## config.mk

```make
export PLATFORM = sky130hd
export DESIGN_NAME = ssr_status_request
export DESIGN_NICKNAME = d
export VERILOG_FILES = /design/src/design/ssr_pkg.sv /design/src/design/ssr_status_request.sv
export SDC_FILE = /design/constraint.sdc
export NUM_CORES = 1
export LEC_CHECK = 0
export BUFFER_PORTS_ARGS = -buffer_cell sky130_fd_sc_hd__buf_2
export CORE_ASPECT_RATIO = 1.2
export CORE_MARGIN = 5
export CORE_UTILIZATION = 45
export CTS_BUF_LIST = sky130_fd_sc_hd__clkbuf_4 sky130_fd_sc_hd__clkbuf_8
export DETAILED_ROUTE_END_ITERATION = 12
export GPL_TIMING_DRIVEN = 0
export HOLD_SLACK_MARGIN = 0.03
export PLACE_DENSITY = 0.72
export SLEW_MARGIN = 10
export SYNTH_ARGS = -nofsm -noshare
export SYNTH_HDL_FRONTEND = slang
export SYNTH_SLANG_ARGS = --single-unit
```

## constraint.sdc

```tcl
create_clock -name core_clk -period 1.4 [get_ports core_clk]
set_input_delay 0.28 -clock core_clk [delete_from_list [all_inputs] [get_ports core_clk]]
set_output_delay 0.28 -clock core_clk [all_outputs]
set_load 0.005 [all_outputs]
```

## src/design/ssr_pkg.sv

```systemverilog
package ssr_pkg;

  // Register widths
  localparam int STB_W = 8;
  localparam int SEV_W = 8;
  localparam int DEV_W = 17;
  localparam int OPE_W = 17;

  // Status byte bit positions
  localparam int STB_MEAS = 0;
  localparam int STB_CMDF = 1;
  localparam int STB_DEVS = 3;
  localparam int STB_MAV  = 4;
  localparam int STB_STDS = 5;
  localparam int STB_RQS  = 6;
  localparam int STB_OPS  = 7;

  // Standard event bit positions
  localparam int SEV_OPC = 0;
  localparam int SEV_DDE = 3;
  localparam int SEV_EXE = 4;
  localparam int SEV_CME = 5;

  // Device event bit positions
  localparam int DEV_HIGH = 0;
  localparam int DEV_LOW  = 1;
  localparam int DEV_PASS = 2;
  localparam int DEV_KEY  = 3;

  // Operation event bit positions
  localparam int OPE_CAL = 0;
  localparam int OPE_MEM = 1;

  // Bits that may ever be set
  localparam logic [STB_W-1:0] STB_USED = 8'hFB;
  localparam logic [SEV_W-1:0] SEV_USED = 8'h39;
  localparam logic [DEV_W-1:0] DEV_USED = 17'h0000F;
  localparam logic [OPE_W-1:0] OPE_USED = 17'h00003;

  // Reset values
  localparam logic [STB_W-1:0] STB_RST = 8'h00;
  localparam logic [STB_W-1:0] SRE_RST = 8'h03;
  localparam logic [SEV_W-1:0] SEV_RST = 8'h00;
  localparam logic [DEV_W-1:0] DEV_RST = 17'h00000;
  localparam logic [OPE_W-1:0] OPE_RST = 17'h00000;

  // Event pulses from the instrument core
  typedef struct packed {
    logic meas_done;
    logic data_read;
    logic cmd_fault;
    logic cmd_ok;
    logic opc_cmd;
    logic ops_idle;
    logic dev_error;
    logic exec_error;
    logic cmp_high;
    logic cmp_low;
    logic cmp_pass;
    logic srq_key;
    logic cal_start;
    logic cal_end;
    logic mem_full;
  } ssr_event_s;

  // Host commands and queries, one-cycle pulses
  typedef struct packed {
    logic clear_status;
    logic serial_poll;
    logic stb_query;
    logic std_query;
    logic dev_query;
    logic op_query;
  } ssr_cmd_s;

  // Enable mask write strobes and data
  typedef struct packed {
    logic             sre_wr;
    logic             sev_wr;
    logic             dev_wr;
    logic             ope_wr;
    logic [DEV_W-1:0] data;
  } ssr_mask_wr_s;

endpackage

```

## src/design/ssr_status_request.sv

```systemverilog
`timescale 1ns/1ns
module ssr_status_request
(
  // Clock and reset
  input  wire logic                     core_clk,
  input  wire logic                     reset_n,
  // Instrument events and commands
  input  wire ssr_pkg::ssr_event_s      events,
  input  wire ssr_pkg::ssr_cmd_s        cmds,
  input  wire ssr_pkg::ssr_mask_wr_s    mask_wr,
  input  wire logic                     out_buf_full,
  // Register views
  output logic [ssr_pkg::STB_W-1:0]     status_byte,
  output logic [ssr_pkg::SEV_W-1:0]     standard_event_flags,
  output logic [ssr_pkg::DEV_W-1:0]     device_event_flags,
  output logic [ssr_pkg::OPE_W-1:0]     operation_event_flags,
  output logic [ssr_pkg::STB_W-1:0]     request_enable_mask,
  output logic [ssr_pkg::SEV_W-1:0]     standard_event_enable_mask,
  output logic [ssr_pkg::DEV_W-1:0]     device_event_enable_mask,
  output logic [ssr_pkg::OPE_W-1:0]     operation_event_enable_mask,
  // Service request line and poll answer
  output logic                          srq_reg,
  output logic [ssr_pkg::STB_W-1:0]     poll_byte_reg
);

  logic [ssr_pkg::STB_W-1:0] stb_reg;
  logic [ssr_pkg::STB_W-1:0] stb_next;
  logic [ssr_pkg::SEV_W-1:0] sev_reg;
  logic [ssr_pkg::SEV_W-1:0] sev_set;
  logic [ssr_pkg::DEV_W-1:0] dev_reg;
  logic [ssr_pkg::DEV_W-1:0] dev_set;
  logic [ssr_pkg::OPE_W-1:0] ope_reg;
  logic [ssr_pkg::OPE_W-1:0] ope_set;
  logic [ssr_pkg::STB_W-1:0] sre_reg;
  logic [ssr_pkg::SEV_W-1:0] seve_reg;
  logic [ssr_pkg::DEV_W-1:0] deve_reg;
  logic [ssr_pkg::OPE_W-1:0] opee_reg;
  logic                      opc_pend_reg;
  logic                      rqs_reg;
  logic                      poll_done_reg;
  logic                      mss_cause;
  logic                      dev_sum_hit;
  logic                      sev_sum_hit;
  logic                      ope_sum_hit;

  // Pending operation-complete request
  always_ff @(posedge core_clk or negedge reset_n)
  begin
    if (!reset_n)
      opc_pend_reg <= 1'b0;
    else if (cmds.clear_status)
      opc_pend_reg <= 1'b0;
    else if (events.opc_cmd && !events.ops_idle)
      opc_pend_reg <= 1'b1;
    else if (events.ops_idle)
      opc_pend_reg <= 1'b0;
  end

  // Standard event set terms
  always_comb
  begin
    sev_set = '0;
    sev_set[ssr_pkg::SEV_OPC] = (events.opc_cmd || opc_pend_reg) && events.ops_idle;
    sev_set[ssr_pkg::SEV_DDE] = events.dev_error;
    sev_set[ssr_pkg::SEV_EXE] = events.exec_error;
    sev_set[ssr_pkg::SEV_CME] = events.cmd_fault;
  end

  // Device and operation event set terms
  always_comb
  begin
    dev_set = '0;
    dev_set[ssr_pkg::DEV_HIGH] = events.cmp_high;
    dev_set[ssr_pkg::DEV_LOW]  = events.cmp_low;
    dev_set[ssr_pkg::DEV_PASS] = events.cmp_pass;
    dev_set[ssr_pkg::DEV_KEY]  = events.srq_key;
    ope_set = '0;
    ope_set[ssr_pkg::OPE_CAL] = events.cal_end;
    ope_set[ssr_pkg::OPE_MEM] = events.mem_full;
  end

  // Standard event register; set beats clear
  always_ff @(posedge core_clk or negedge reset_n)
  begin
    if (!reset_n)
      sev_reg <= ssr_pkg::SEV_RST;
    else if (cmds.clear_status || cmds.std_query)
      sev_reg <= sev_set & ssr_pkg::SEV_USED;
    else
      sev_reg <= (sev_reg | sev_set) & ssr_pkg::SEV_USED;
  end

  // Device event register
  always_ff @(posedge core_clk or negedge reset_n)
  begin
    if (!reset_n)
      dev_reg <= ssr_pkg::DEV_RST;
    else if (cmds.clear_status || cmds.dev_query)
      dev_reg <= dev_set & ssr_pkg::DEV_USED;
    else
      dev_reg <= (dev_reg | dev_set) & ssr_pkg::DEV_USED;
  end

  // Operation event register; calibration start drops calibration done
  always_ff @(posedge core_clk or negedge reset_n)
  begin
    if (!reset_n)
      ope_reg <= ssr_pkg::OPE_RST;
    else if (cmds.clear_status || cmds.op_query)
      ope_reg <= ope_set & ssr_pkg::OPE_USED;
    else
    begin
      ope_reg <= (ope_reg | ope_set) & ssr_pkg::OPE_USED;
      if (events.cal_start && !events.cal_end)
        ope_reg[ssr_pkg::OPE_CAL] <= 1'b0;
    end
  end

  // Enable mask registers
  always_ff @(posedge core_clk or negedge reset_n)
  begin
    if (!reset_n)
    begin
      sre_reg  <= ssr_pkg::SRE_RST;
      seve_reg <= ssr_pkg::SEV_RST;
      deve_reg <= ssr_pkg::DEV_RST;
      opee_reg <= ssr_pkg::OPE_RST;
    end
    else
    begin
      if (mask_wr.sre_wr)
        sre_reg <= mask_wr.data[ssr_pkg::STB_W-1:0];
      if (mask_wr.sev_wr)
        seve_reg <= mask_wr.data[ssr_pkg::SEV_W-1:0];
      if (mask_wr.dev_wr)
        deve_reg <= mask_wr.data;
      if (mask_wr.ope_wr)
        opee_reg <= mask_wr.data;
    end
  end

  // Summary hits from newly set enabled events
  assign sev_sum_hit = |(sev_set & seve_reg);
  assign dev_sum_hit = |(dev_set & deve_reg);
  assign ope_sum_hit = |(ope_set & opee_reg);

  // Status byte next value, bit 6 excluded
  always_comb
  begin
    stb_next = stb_reg;
    if (cmds.clear_status)
      stb_next = '0;
    if (events.data_read)
      stb_next[ssr_pkg::STB_MEAS] = 1'b0;
    if (events.meas_done)
      stb_next[ssr_pkg::STB_MEAS] = 1'b1;
    if (events.cmd_ok)
      stb_next[ssr_pkg::STB_CMDF] = 1'b0;
    if (events.cmd_fault)
      stb_next[ssr_pkg::STB_CMDF] = 1'b1;
    if (cmds.dev_query)
      stb_next[ssr_pkg::STB_DEVS] = 1'b0;
    if (dev_sum_hit)
      stb_next[ssr_pkg::STB_DEVS] = 1'b1;
    if (cmds.std_query)
      stb_next[ssr_pkg::STB_STDS] = 1'b0;
    if (sev_sum_hit)
      stb_next[ssr_pkg::STB_STDS] = 1'b1;
    if (cmds.op_query)
      stb_next[ssr_pkg::STB_OPS] = 1'b0;
    if (ope_sum_hit)
      stb_next[ssr_pkg::STB_OPS] = 1'b1;
    stb_next[ssr_pkg::STB_MAV] = out_buf_full;
    stb_next[ssr_pkg::STB_RQS] = 1'b0;
    stb_next = stb_next & ssr_pkg::STB_USED;
  end

  // Status byte storage
  always_ff @(posedge core_clk or negedge reset_n)
  begin
    if (!reset_n)
      stb_reg <= ssr_pkg::STB_RST;
    else
      stb_reg <= stb_next;
  end

  // Master summary from enabled causes
  assign mss_cause = |(stb_reg & sre_reg & ssr_pkg::STB_USED);

  // Poll served flag; holds off a fresh request until the causes have gone
  always_ff @(posedge core_clk or negedge reset_n)
  begin
    if (!reset_n)
      poll_done_reg <= 1'b0;
    else if (!mss_cause)
      poll_done_reg <= 1'b0;
    else if (cmds.serial_poll)
      poll_done_reg <= 1'b1;
  end

  // Request bit: rises with a new cause, falls on poll or when causes vanish
  always_ff @(posedge core_clk or negedge reset_n)
  begin
    if (!reset_n)
      rqs_reg <= 1'b0;
    else if (!mss_cause || cmds.serial_poll)
      rqs_reg <= 1'b0;
    else if (!rqs_reg && !poll_done_reg && mss_cause && !cmds.stb_query)
      rqs_reg <= 1'b1;
  end

  // Register views and request line
  always_ff @(posedge core_clk or negedge reset_n)
  begin
    if (!reset_n)
    begin
      status_byte                 <= ssr_pkg::STB_RST;
      standard_event_flags        <= ssr_pkg::SEV_RST;
      device_event_flags          <= ssr_pkg::DEV_RST;
      operation_event_flags       <= ssr_pkg::OPE_RST;
      request_enable_mask         <= ssr_pkg::SRE_RST;
      standard_event_enable_mask  <= ssr_pkg::SEV_RST;
      device_event_enable_mask    <= ssr_pkg::DEV_RST;
      operation_event_enable_mask <= ssr_pkg::OPE_RST;
      srq_reg                     <= 1'b0;
      poll_byte_reg               <= ssr_pkg::STB_RST;
    end
    else
    begin
      status_byte                 <= stb_reg | ({7'h00, mss_cause} << ssr_pkg::STB_RQS);
      standard_event_flags        <= sev_reg;
      device_event_flags          <= dev_reg;
      operation_event_flags       <= ope_reg;
      request_enable_mask         <= sre_reg;
      standard_event_enable_mask  <= seve_reg;
      device_event_enable_mask    <= deve_reg;
      operation_event_enable_mask <= opee_reg;
      srq_reg                     <= rqs_reg && !cmds.serial_poll;
      if (cmds.serial_poll)
        poll_byte_reg <= stb_reg | ({7'h00, rqs_reg} << ssr_pkg::STB_RQS);
    end
  end

  // Checks
  AST_MEAS_SET: assert property (@(posedge core_clk) disable iff (!reset_n)
    events.meas_done |=> stb_reg[ssr_pkg::STB_MEAS])
    else $error("measurement done bit not set");

  AST_CMDF_CLR: assert property (@(posedge core_clk) disable iff (!reset_n)
    (events.cmd_ok && !events.cmd_fault) |=> !stb_reg[ssr_pkg::STB_CMDF])
    else $error("command fault bit not cleared");

  AST_MAV_FOLLOW: assert property (@(posedge core_clk) disable iff (!reset_n)
    ##1 stb_reg[ssr_pkg::STB_MAV] == $past(out_buf_full))
    else $error("message available bit wrong");

  AST_STD_SUM: assert property (@(posedge core_clk) disable iff (!reset_n)
    events.dev_error && seve_reg[ssr_pkg::SEV_DDE] |=> stb_reg[ssr_pkg::STB_STDS] ##1 status_byte[ssr_pkg::STB_STDS])
    else $error("standard summary not set");

  AST_SRQ_MASK: assert property (@(posedge core_clk) disable iff (!reset_n)
    !mss_cause |=> !rqs_reg)
    else $error("request raised without enabled cause");

  AST_POLL_CLR: assert property (@(posedge core_clk) disable iff (!reset_n)
    cmds.serial_poll |=> !rqs_reg ##0 !srq_reg)
    else $error("serial poll did not clear request");

  AST_CLS_EVT: assert property (@(posedge core_clk) disable iff (!reset_n)
    (cmds.clear_status && !events.cmp_high && !events.cmp_low && !events.cmp_pass && !events.srq_key)
      |=> dev_reg == ssr_pkg::DEV_RST)
    else $error("device events not cleared");

  AST_UNUSED_ZERO: assert property (@(posedge core_clk) disable iff (!reset_n)
    ((stb_reg & ~ssr_pkg::STB_USED) == '0) && ((ope_reg & ~ssr_pkg::OPE_USED) == '0))
    else $error("unused bit set");

  AST_CAL_CLR: assert property (@(posedge core_clk) disable iff (!reset_n)
    events.cal_start && !events.cal_end && !events.mem_full |=> !ope_reg[ssr_pkg::OPE_CAL])
    else $error("calibration done not cleared");

  AST_MEAS_CLR: assert property (@(posedge core_clk) disable iff (!reset_n)
    events.data_read && !events.meas_done |=> !stb_reg[ssr_pkg::STB_MEAS])
    else $error("measurement done bit not cleared");

  AST_CMDF_SET: assert property (@(posedge core_clk) disable iff (!reset_n)
    events.cmd_fault |=> stb_reg[ssr_pkg::STB_CMDF])
    else $error("command fault bit not set");

  AST_DEVS_SET: assert property (@(posedge core_clk) disable iff (!reset_n)
    events.cmp_high && deve_reg[ssr_pkg::DEV_HIGH] |=> stb_reg[ssr_pkg::STB_DEVS])
    else $error("device summary not set");

  AST_DEVS_CLR: assert property (@(posedge core_clk) disable iff (!reset_n)
    cmds.dev_query && !dev_sum_hit |=> !stb_reg[ssr_pkg::STB_DEVS])
    else $error("device summary not cleared");

  AST_STDS_CLR: assert property (@(posedge core_clk) disable iff (!reset_n)
    cmds.std_query && !sev_sum_hit |=> !stb_reg[ssr_pkg::STB_STDS])
    else $error("standard summary not cleared");

  AST_OPS_SET: assert property (@(posedge core_clk) disable iff (!reset_n)
    events.mem_full && opee_reg[ssr_pkg::OPE_MEM] |=> stb_reg[ssr_pkg::STB_OPS])
    else $error("operation summary not set");

  AST_OPS_CLR: assert property (@(posedge core_clk) disable iff (!reset_n)
    cmds.op_query && !ope_sum_hit |=> !stb_reg[ssr_pkg::STB_OPS])
    else $error("operation summary not cleared");

  AST_CLS_STB: assert property (@(posedge core_clk) disable iff (!reset_n)
    cmds.clear_status && !events.meas_done && !events.cmd_fault && !dev_sum_hit && !sev_sum_hit && !ope_sum_hit
      |=> stb_reg == ({7'h00, $past(out_buf_full)} << ssr_pkg::STB_MAV))
    else $error("clear status left status bits");

  AST_SRQ_CAUSE: assert property (@(posedge core_clk) disable iff (!reset_n)
    srq_reg |-> $past(mss_cause, 2))
    else $error("request line without enabled cause");

  AST_RQS_RISE: assert property (@(posedge core_clk) disable iff (!reset_n)
    $rose(mss_cause) && !cmds.serial_poll && !cmds.stb_query |=> rqs_reg)
    else $error("new cause raised no request");

  AST_POLL_QUIET: assert property (@(posedge core_clk) disable iff (!reset_n)
    cmds.serial_poll |=> !srq_reg [*2])
    else $error("request line back too soon after poll");

  AST_POLL_BYTE: assert property (@(posedge core_clk) disable iff (!reset_n)
    cmds.serial_poll |=> poll_byte_reg[ssr_pkg::STB_RQS] == $past(rqs_reg))
    else $error("poll byte request bit wrong");

  AST_OPC_ONLY: assert property (@(posedge core_clk) disable iff (!reset_n)
    $rose(sev_reg[ssr_pkg::SEV_OPC]) |-> $past(events.opc_cmd || opc_pend_reg))
    else $error("operation complete without command");

  AST_DDE_SET: assert property (@(posedge core_clk) disable iff (!reset_n)
    events.dev_error |=> sev_reg[ssr_pkg::SEV_DDE])
    else $error("device error bit not set");

  AST_EXE_SET: assert property (@(posedge core_clk) disable iff (!reset_n)
    events.exec_error |=> sev_reg[ssr_pkg::SEV_EXE])
    else $error("execution error bit not set");

  AST_CME_SET: assert property (@(posedge core_clk) disable iff (!reset_n)
    events.cmd_fault |=> sev_reg[ssr_pkg::SEV_CME])
    else $error("command error bit not set");

  AST_CMP_SET: assert property (@(posedge core_clk) disable iff (!reset_n)
    events.cmp_pass |=> dev_reg[ssr_pkg::DEV_PASS])
    else $error("comparator pass bit not set");

  AST_KEY_SET: assert property (@(posedge core_clk) disable iff (!reset_n)
    events.srq_key |=> dev_reg[ssr_pkg::DEV_KEY])
    else $error("request key bit not set");

  AST_MEM_SET: assert property (@(posedge core_clk) disable iff (!reset_n)
    events.mem_full |=> ope_reg[ssr_pkg::OPE_MEM])
    else $error("memory full bit not set");

  AST_SEV_CLR: assert property (@(posedge core_clk) disable iff (!reset_n)
    cmds.std_query && (sev_set == '0) |=> sev_reg == ssr_pkg::SEV_RST)
    else $error("standard events not cleared by query");

endmodule

```

==> flow_metrics.env, run 1 <==
export IMPL_switching_power_mw=2.046
export IMPL_yosys_most_used_dff="dfrtp_1"
export IMPL_synth_top_family_by_area="multiplexers"
export IMPL_syn2layout_area_growth_pct=28.23
export IMPL_io_pins=154
export IMPL_syn_area_per_cell_sq_um=17.49
export IMPL_drive_gt1_share_pct=53.60
export IMPL_yosysSeqAreaShare_pct=73.16
export IMPL_core_area_sq_um=10880
export IMPL_worst_setup_path_end_kind="output pin"
export IMPL_maxCapViolations=0
export IMPL_grt_max_degree=89
export IMPL_synth_edf_count=0
export IMPL_ant_nets=0
export IMPL_p_comb_share_pct=10.5
export IMPL_fp_row_count=42
export IMPL_yosys_top_cells_area="dfrtp_1 (71%), mux2_2 (8.4%), mux2_4 (6.1%)"
export IMPL_status="complete, no violations"
export IMPL_reg2reg_depth=2
export IMPL_fp_dieW_microns=105.6
export IMPL_path_cells="buf_2"
export IMPL_yosys_warnings=0
export IMPL_diodes=0
export IMPL_syn_area_sq_um=4932
export IMPL_dpl_hpwl_microns=6847
export IMPL_p_seq_share_pct=54.2
export IMPL_cts_root_buf="clkbuf_8"
export IMPL_hp_class="in2reg"
export IMPL_grt_pass1_wl_microns=15640
export IMPL_first_pass_iters=4
export IMPL_dieArea_sq_um=13160
export IMPL_synthSimpleGateAreaFrac_pct=1.319
export IMPL_slew_headroom_pct=65.57
export IMPL_skew_ps=7.622
export IMPL_multiInputGateArea_sq_um=1104
export IMPL_synthAdderAreaFrac_pct=0
export IMPL_clk_path_buf_depth=2
export IMPL_clock_latency_ps=430
export IMPL_max_stage_delay_ps=520
export IMPL_cp_max_fo=1
export IMPL_grt_pass1_vias=2999
export IMPL_ir_worst_vdd_mv=0.6662
export IMPL_cts_made_buffers=17
export IMPL_post_drt_wl_per_cell_microns=15.92
export IMPL_yosys_area_top_type_share_pct=71.03
export IMPL_worst_pin_slew_ps=516.4
export IMPL_fin_util_pct=58.14
export IMPL_synth_common_cells="dfrtp_1 (140), mux2_2 (37), buf_4 (34)"
export IMPL_synth_compound_area_share_pct=3.932
export IMPL_synth_xor_area_share_pct=0
export IMPL_slew_violations=0
export IMPL_viasPerCell=4.594
export IMPL_synth_cells=282
export IMPL_cpLargestDelayFamily="flip-flops"
export IMPL_p_per_area_nw_per_um2=1390
export IMPL_setup_violations=0
export IMPL_p_leak_nw=3.150
export IMPL_crit_type="reg2out"
export IMPL_cts_tree="done"
export IMPL_crit_required_ps=1120
export IMPL_fillers=865
export IMPL_grt_use_total_pct=15.51
export IMPL_min_path_cells=2
export IMPL_place_gp_congestion=0.7633
export IMPL_p_clk_share_pct=35.3
export IMPL_rsz0062_at_grt="false"
export IMPL_period_minus_slack_ps=1340
export IMPL_final_nets=505
export IMPL_antenna_found_initial=0
export IMPL_cp_num_buf_inv=1
export IMPL_fin_tns_setup_ps=0
export IMPL_cpMaxStageDelayCell="dfstp_2"
export IMPL_dpl_worst_slack_ps=283.6
export IMPL_drtIter0Drc=80
export IMPL_worstPathArrival_ps=1060
export IMPL_yosysUniqueCellTypes=29
export IMPL_crit_path_start_kind="flip-flop"
export IMPL_switching_share_pct=23.27
export IMPL_cts_resized_gates=0
export IMPL_period_share_pct=95.74
export IMPL_p_int_mw=6.746
export IMPL_drc=0
export IMPL_cts_max_level=4
export IMPL_final_cell_area_sq_um=6325
export IMPL_final_hold_violation_count=0
export IMPL_fin_ws_ps=59.63
export IMPL_cp_num_cells=1
export IMPL_synthMuxAreaShare_pct=14.54
export IMPL_yosysMostFrequentCell="dfrtp_1"
export IMPL_start_util_pct=45.34
export IMPL_synth_seq_cells=144
export IMPL_wirelength_microns=9613
export IMPL_vias=2775
export IMPL_port_buffers=114
export IMPL_clock_sinks=144
export IMPL_fmax_mhz=746.1
export IMPL_placed_area_sq_um=5826
export IMPL_clkTransAtPathRegs_ps=70
export IMPL_seqCellArea_sq_um=3608
export IMPL_fp_dieH_microns=124.7
export IMPL_overflow=0
export IMPL_ys_async_sr_fraction_pct=100.0
export IMPL_synth_area_leader_cell="dfrtp_1"
-- final timing paths --
path	start	to	slack, ps
max	request_enable_mask[0]$_DFF_PN1_	request_enable_mask[0]	60
min	events[7]	sev_reg[4]$_DFF_PN0_	60
max reg2reg	seve_reg[3]$_DFFE_PN0P_	stb_reg[5]$_DFFE_PN0P_	320
min reg2reg	sre_reg[0]$_DFFE_PN1P_	request_enable_mask[0]$_DFF_PN1_	360
max in group asynchronous	reset_n	request_enable_mask[1]$_DFF_PN1_	220
min in group asynchronous	reset_n	status_byte[3]$_DFF_PN0_	370
-- stage by stage --
stage	hold slack, ps	total power, mW	cells
after floorplan	-15.59	5.251	315
after global placement	355.9	5.709	561
after detailed placement	274.5	5.767	562
after CTS	30.87	8.926	603
after global routing	34.33	9.214	604
final	64.62	8.793	604
-- cell families (layout without fill, tap and decap cells) --
logic type,after synthesis,count (layout)
other cells,1,34
compound gates,24,24
simple gates,12,12
mux,57,57
flops,144,144
buf+inv,44,201
-- cells in the final DEF (no fill, tap or decap), drive strengths merged, types with 2 or more instances in the layout --
cell         count
buf            156
dfrtp          140
mux2            57
conb            34
clkbuf          23
dlygate4sd3     11
a21o             9
nor2             5
clkinvlp         4
dfstp            4
inv              4
a22oi            3
a22o             3
nor3b            2
or2              2
clkinv           2
-- layout make-up --
type	count	share of cell area [%]
timing repair buffer	126	11.30
multi-input combinational	127	17.45
inverter	3	0.1780
clock inverter	8	1.246
tap	132	2.611
buffer	41	5.262
sequential	144	57.05
clock buffer	23	4.906
-- layer usage --
metal	global-route usage, %	up-vias	share of wire [%]
li1	-	1254	-
met3	7.828	18	10
met5	0	-	0
met2	24.66	118	49
met4	5.716	0	1.8
met1	18.03	1385	39
-- power groups by stage --
stage / combinational, mW / sequential (mW) / clock, mW
global placement: 0.885 / 4.82 / 0
floorplan: 0.430 / 4.82 / 0
detailed placement: 0.914 / 4.85 / 0
finish: 0.925 / 4.77 / 3.10
CTS: 0.942 / 4.78 / 3.21
global route: 1.03 / 4.82 / 3.37
-- what timing repair did --
item	in CTS	in global routing
hold buffers	10	1
buffers inserted	0	0
hold endpoints to repair	64	1
No activity file was read; power rests on OpenSTA's default activity.
==> run 2, diff against run 1 <==
CAP_MARGIN = 40   (was unset)
HOLD_SLACK_MARGIN = 0.1   (was 0.03)
==> run 2 against run 1 <==
  * Critical path depth did not move
  * Count of clock-buffer cells in the layout did not move
  * Total power rose by 0.35%
  * Register-to-register slack barely moved
  * Critical path type unchanged
  * Critical endpoint unchanged
  * Cell count rose by 2.0%
  * Wire length rose by 1.7%
==> flow_metrics.env, run 2 (same netlist as run 1, synthesis figures left out) <==
export IMPL_drive_gt1_share_pct=52.27
export IMPL_p_leak_nw=3.200
export IMPL_dieArea_sq_um=13160
export IMPL_cpLargestDelayFamily="flip-flops"
export IMPL_worst_pin_slew_ps=521.1
export IMPL_post_drt_wl_per_cell_microns=15.88
export IMPL_cts_hold_buf=22
export IMPL_start_util_pct=45.34
export IMPL_fin_ws_ps=59.39
export IMPL_setup_violations=0
export IMPL_cts_made_buffers=17
export IMPL_antenna_found_initial=0
export IMPL_worstPathArrival_ps=1060
export IMPL_grt_pass1_vias=3065
export IMPL_wirelength_microns=9779
export IMPL_skew_ps=7.777
export IMPL_io_pins=154
export IMPL_cts_root_buf="clkbuf_8"
export IMPL_vias=2820
export IMPL_final_nets=517
export IMPL_status="complete, no violations"
export IMPL_dp_cells=562
export IMPL_slew_violations=0
export IMPL_viasPerCell=4.578
export IMPL_p_per_area_nw_per_um2=1369
export IMPL_port_buffers=114
export IMPL_grt_pass1_wl_microns=15850
export IMPL_worst_setup_path_end_kind="output pin"
export IMPL_clk_path_buf_depth=2
export IMPL_overflow=0
export IMPL_finalNonFillerCells=616
export IMPL_drtIter0Drc=84
export IMPL_final_cell_area_sq_um=6445
export IMPL_crit_required_ps=1120
export IMPL_fmax_mhz=745.9
export IMPL_fp_dieH_microns=124.7
export IMPL_hp_class="in2reg"
export IMPL_total_power_mw=8.823
export IMPL_cp_max_fo=1
export IMPL_period_share_pct=95.76
export IMPL_dpl_worst_slack_ps=283.6
export IMPL_clock_sinks=144
export IMPL_dpl_hpwl_microns=6847
export IMPL_fp_row_count=42
export IMPL_cts_tree="done"
export IMPL_slew_headroom_pct=65.26
export IMPL_first_pass_iters=4
export IMPL_core_area_sq_um=10880
export IMPL_fp_dieW_microns=105.6
export IMPL_final_hold_violation_count=0
export IMPL_ant_nets=0
export IMPL_reg2reg_depth=2
export IMPL_path_cells="buf_2"
export IMPL_max_stage_delay_ps=520
export IMPL_cts_resized_gates=0
export IMPL_drc=0
export IMPL_grt_max_degree=89
export IMPL_ir_worst_vdd_mv=0.6618
export IMPL_holdWs_ps=133.4
export IMPL_crit_path_start_kind="flip-flop"
export IMPL_crit_type="reg2out"
export IMPL_cts_max_level=4
export IMPL_rsz0062_at_grt="false"
export IMPL_placed_area_sq_um=5826
export IMPL_cp_num_cells=1
export IMPL_grt_use_total_pct=15.70
export IMPL_cp_num_buf_inv=1
export IMPL_syn2layout_area_growth_pct=30.67
export IMPL_fillers=846
export IMPL_diodes=0
export IMPL_maxCapViolations=0
export IMPL_most_common_layout_cells="dfrtp_1 (140), buf_2 (116), mux2_2 (37)"
export IMPL_period_minus_slack_ps=1341
export IMPL_clock_latency_ps=430
export IMPL_min_path_cells=2
export IMPL_cpMaxStageDelayCell="dfstp_2"
export IMPL_clkTransAtPathRegs_ps=70
export IMPL_place_gp_congestion=0.7633
export IMPL_final_common_cell="dfrtp_1"
export IMPL_cts_setup_buffers=0
## run 2: cell types whose count changed in the layout (fill, tap and decap cells not counted), sizes merged
cell | previous run | this run
dlygate4sd3 | 11 | 23
## run 2: where the power goes
group	switching (mW)	leakage, nW	internal [mW]
sequential	0.197	1.67	4.57
combinational	0.407	1.34	0.547
clock	1.45	0.190	1.65
total	2.05	3.20	6.77
## run 2: metrics by stage
stage	TNS, ps	utilization [%]
3_5_place_dp	0	53.55
6_report	0	59.25
5_1_grt	0	59.25
2_1_floorplan	0	-
3_3_place_gp	-247550	53.24
4_1_cts	0	59.16
## run 2: cell type report
| type | count | area [sq um] | area share (%) |
|---|---|---|---|
| inverters | 3 | 11.26 | 0.1747 |
| repair buffers | 138 | 834.6 | 12.95 |
| clock inverters | 8 | 78.83 | 1.223 |
| well taps | 132 | 165.2 | 2.563 |
| plain buffers | 41 | 332.8 | 5.164 |
| multi-input cells | 127 | 1104 | 17.12 |
| flip-flops and latches | 144 | 3608 | 55.99 |
| clock buffers | 23 | 310.3 | 4.815 |
## run 2: layer usage
layer  routed length, microns  up-vias  global-route usage [%]
li1                         -     1277                       -
met1                     3894     1417                   18.36
met2                     4789      112                   25.04
met3                      936       14                   7.672
met4                      159        0                   5.716
met5                        0        -                       0
## run 2: worst paths after layout
check | startpoint | endpoint | slack (ps)
worst max-delay path | request_enable_mask[0]$_DFF_PN1_ | request_enable_mask[0] | 60
max in group asynchronous | reset_n | request_enable_mask[1]$_DFF_PN1_ | 220
min in group asynchronous | reset_n | status_byte[3]$_DFF_PN0_ | 370
worst min register to register | sre_reg[0]$_DFFE_PN1P_ | request_enable_mask[0]$_DFF_PN1_ | 370
worst max register to register | seve_reg[3]$_DFFE_PN0P_ | stb_reg[5]$_DFFE_PN0P_ | 310
worst min-delay path | mask_wr[2] | seve_reg[2]$_DFFE_PN0P_ | 130
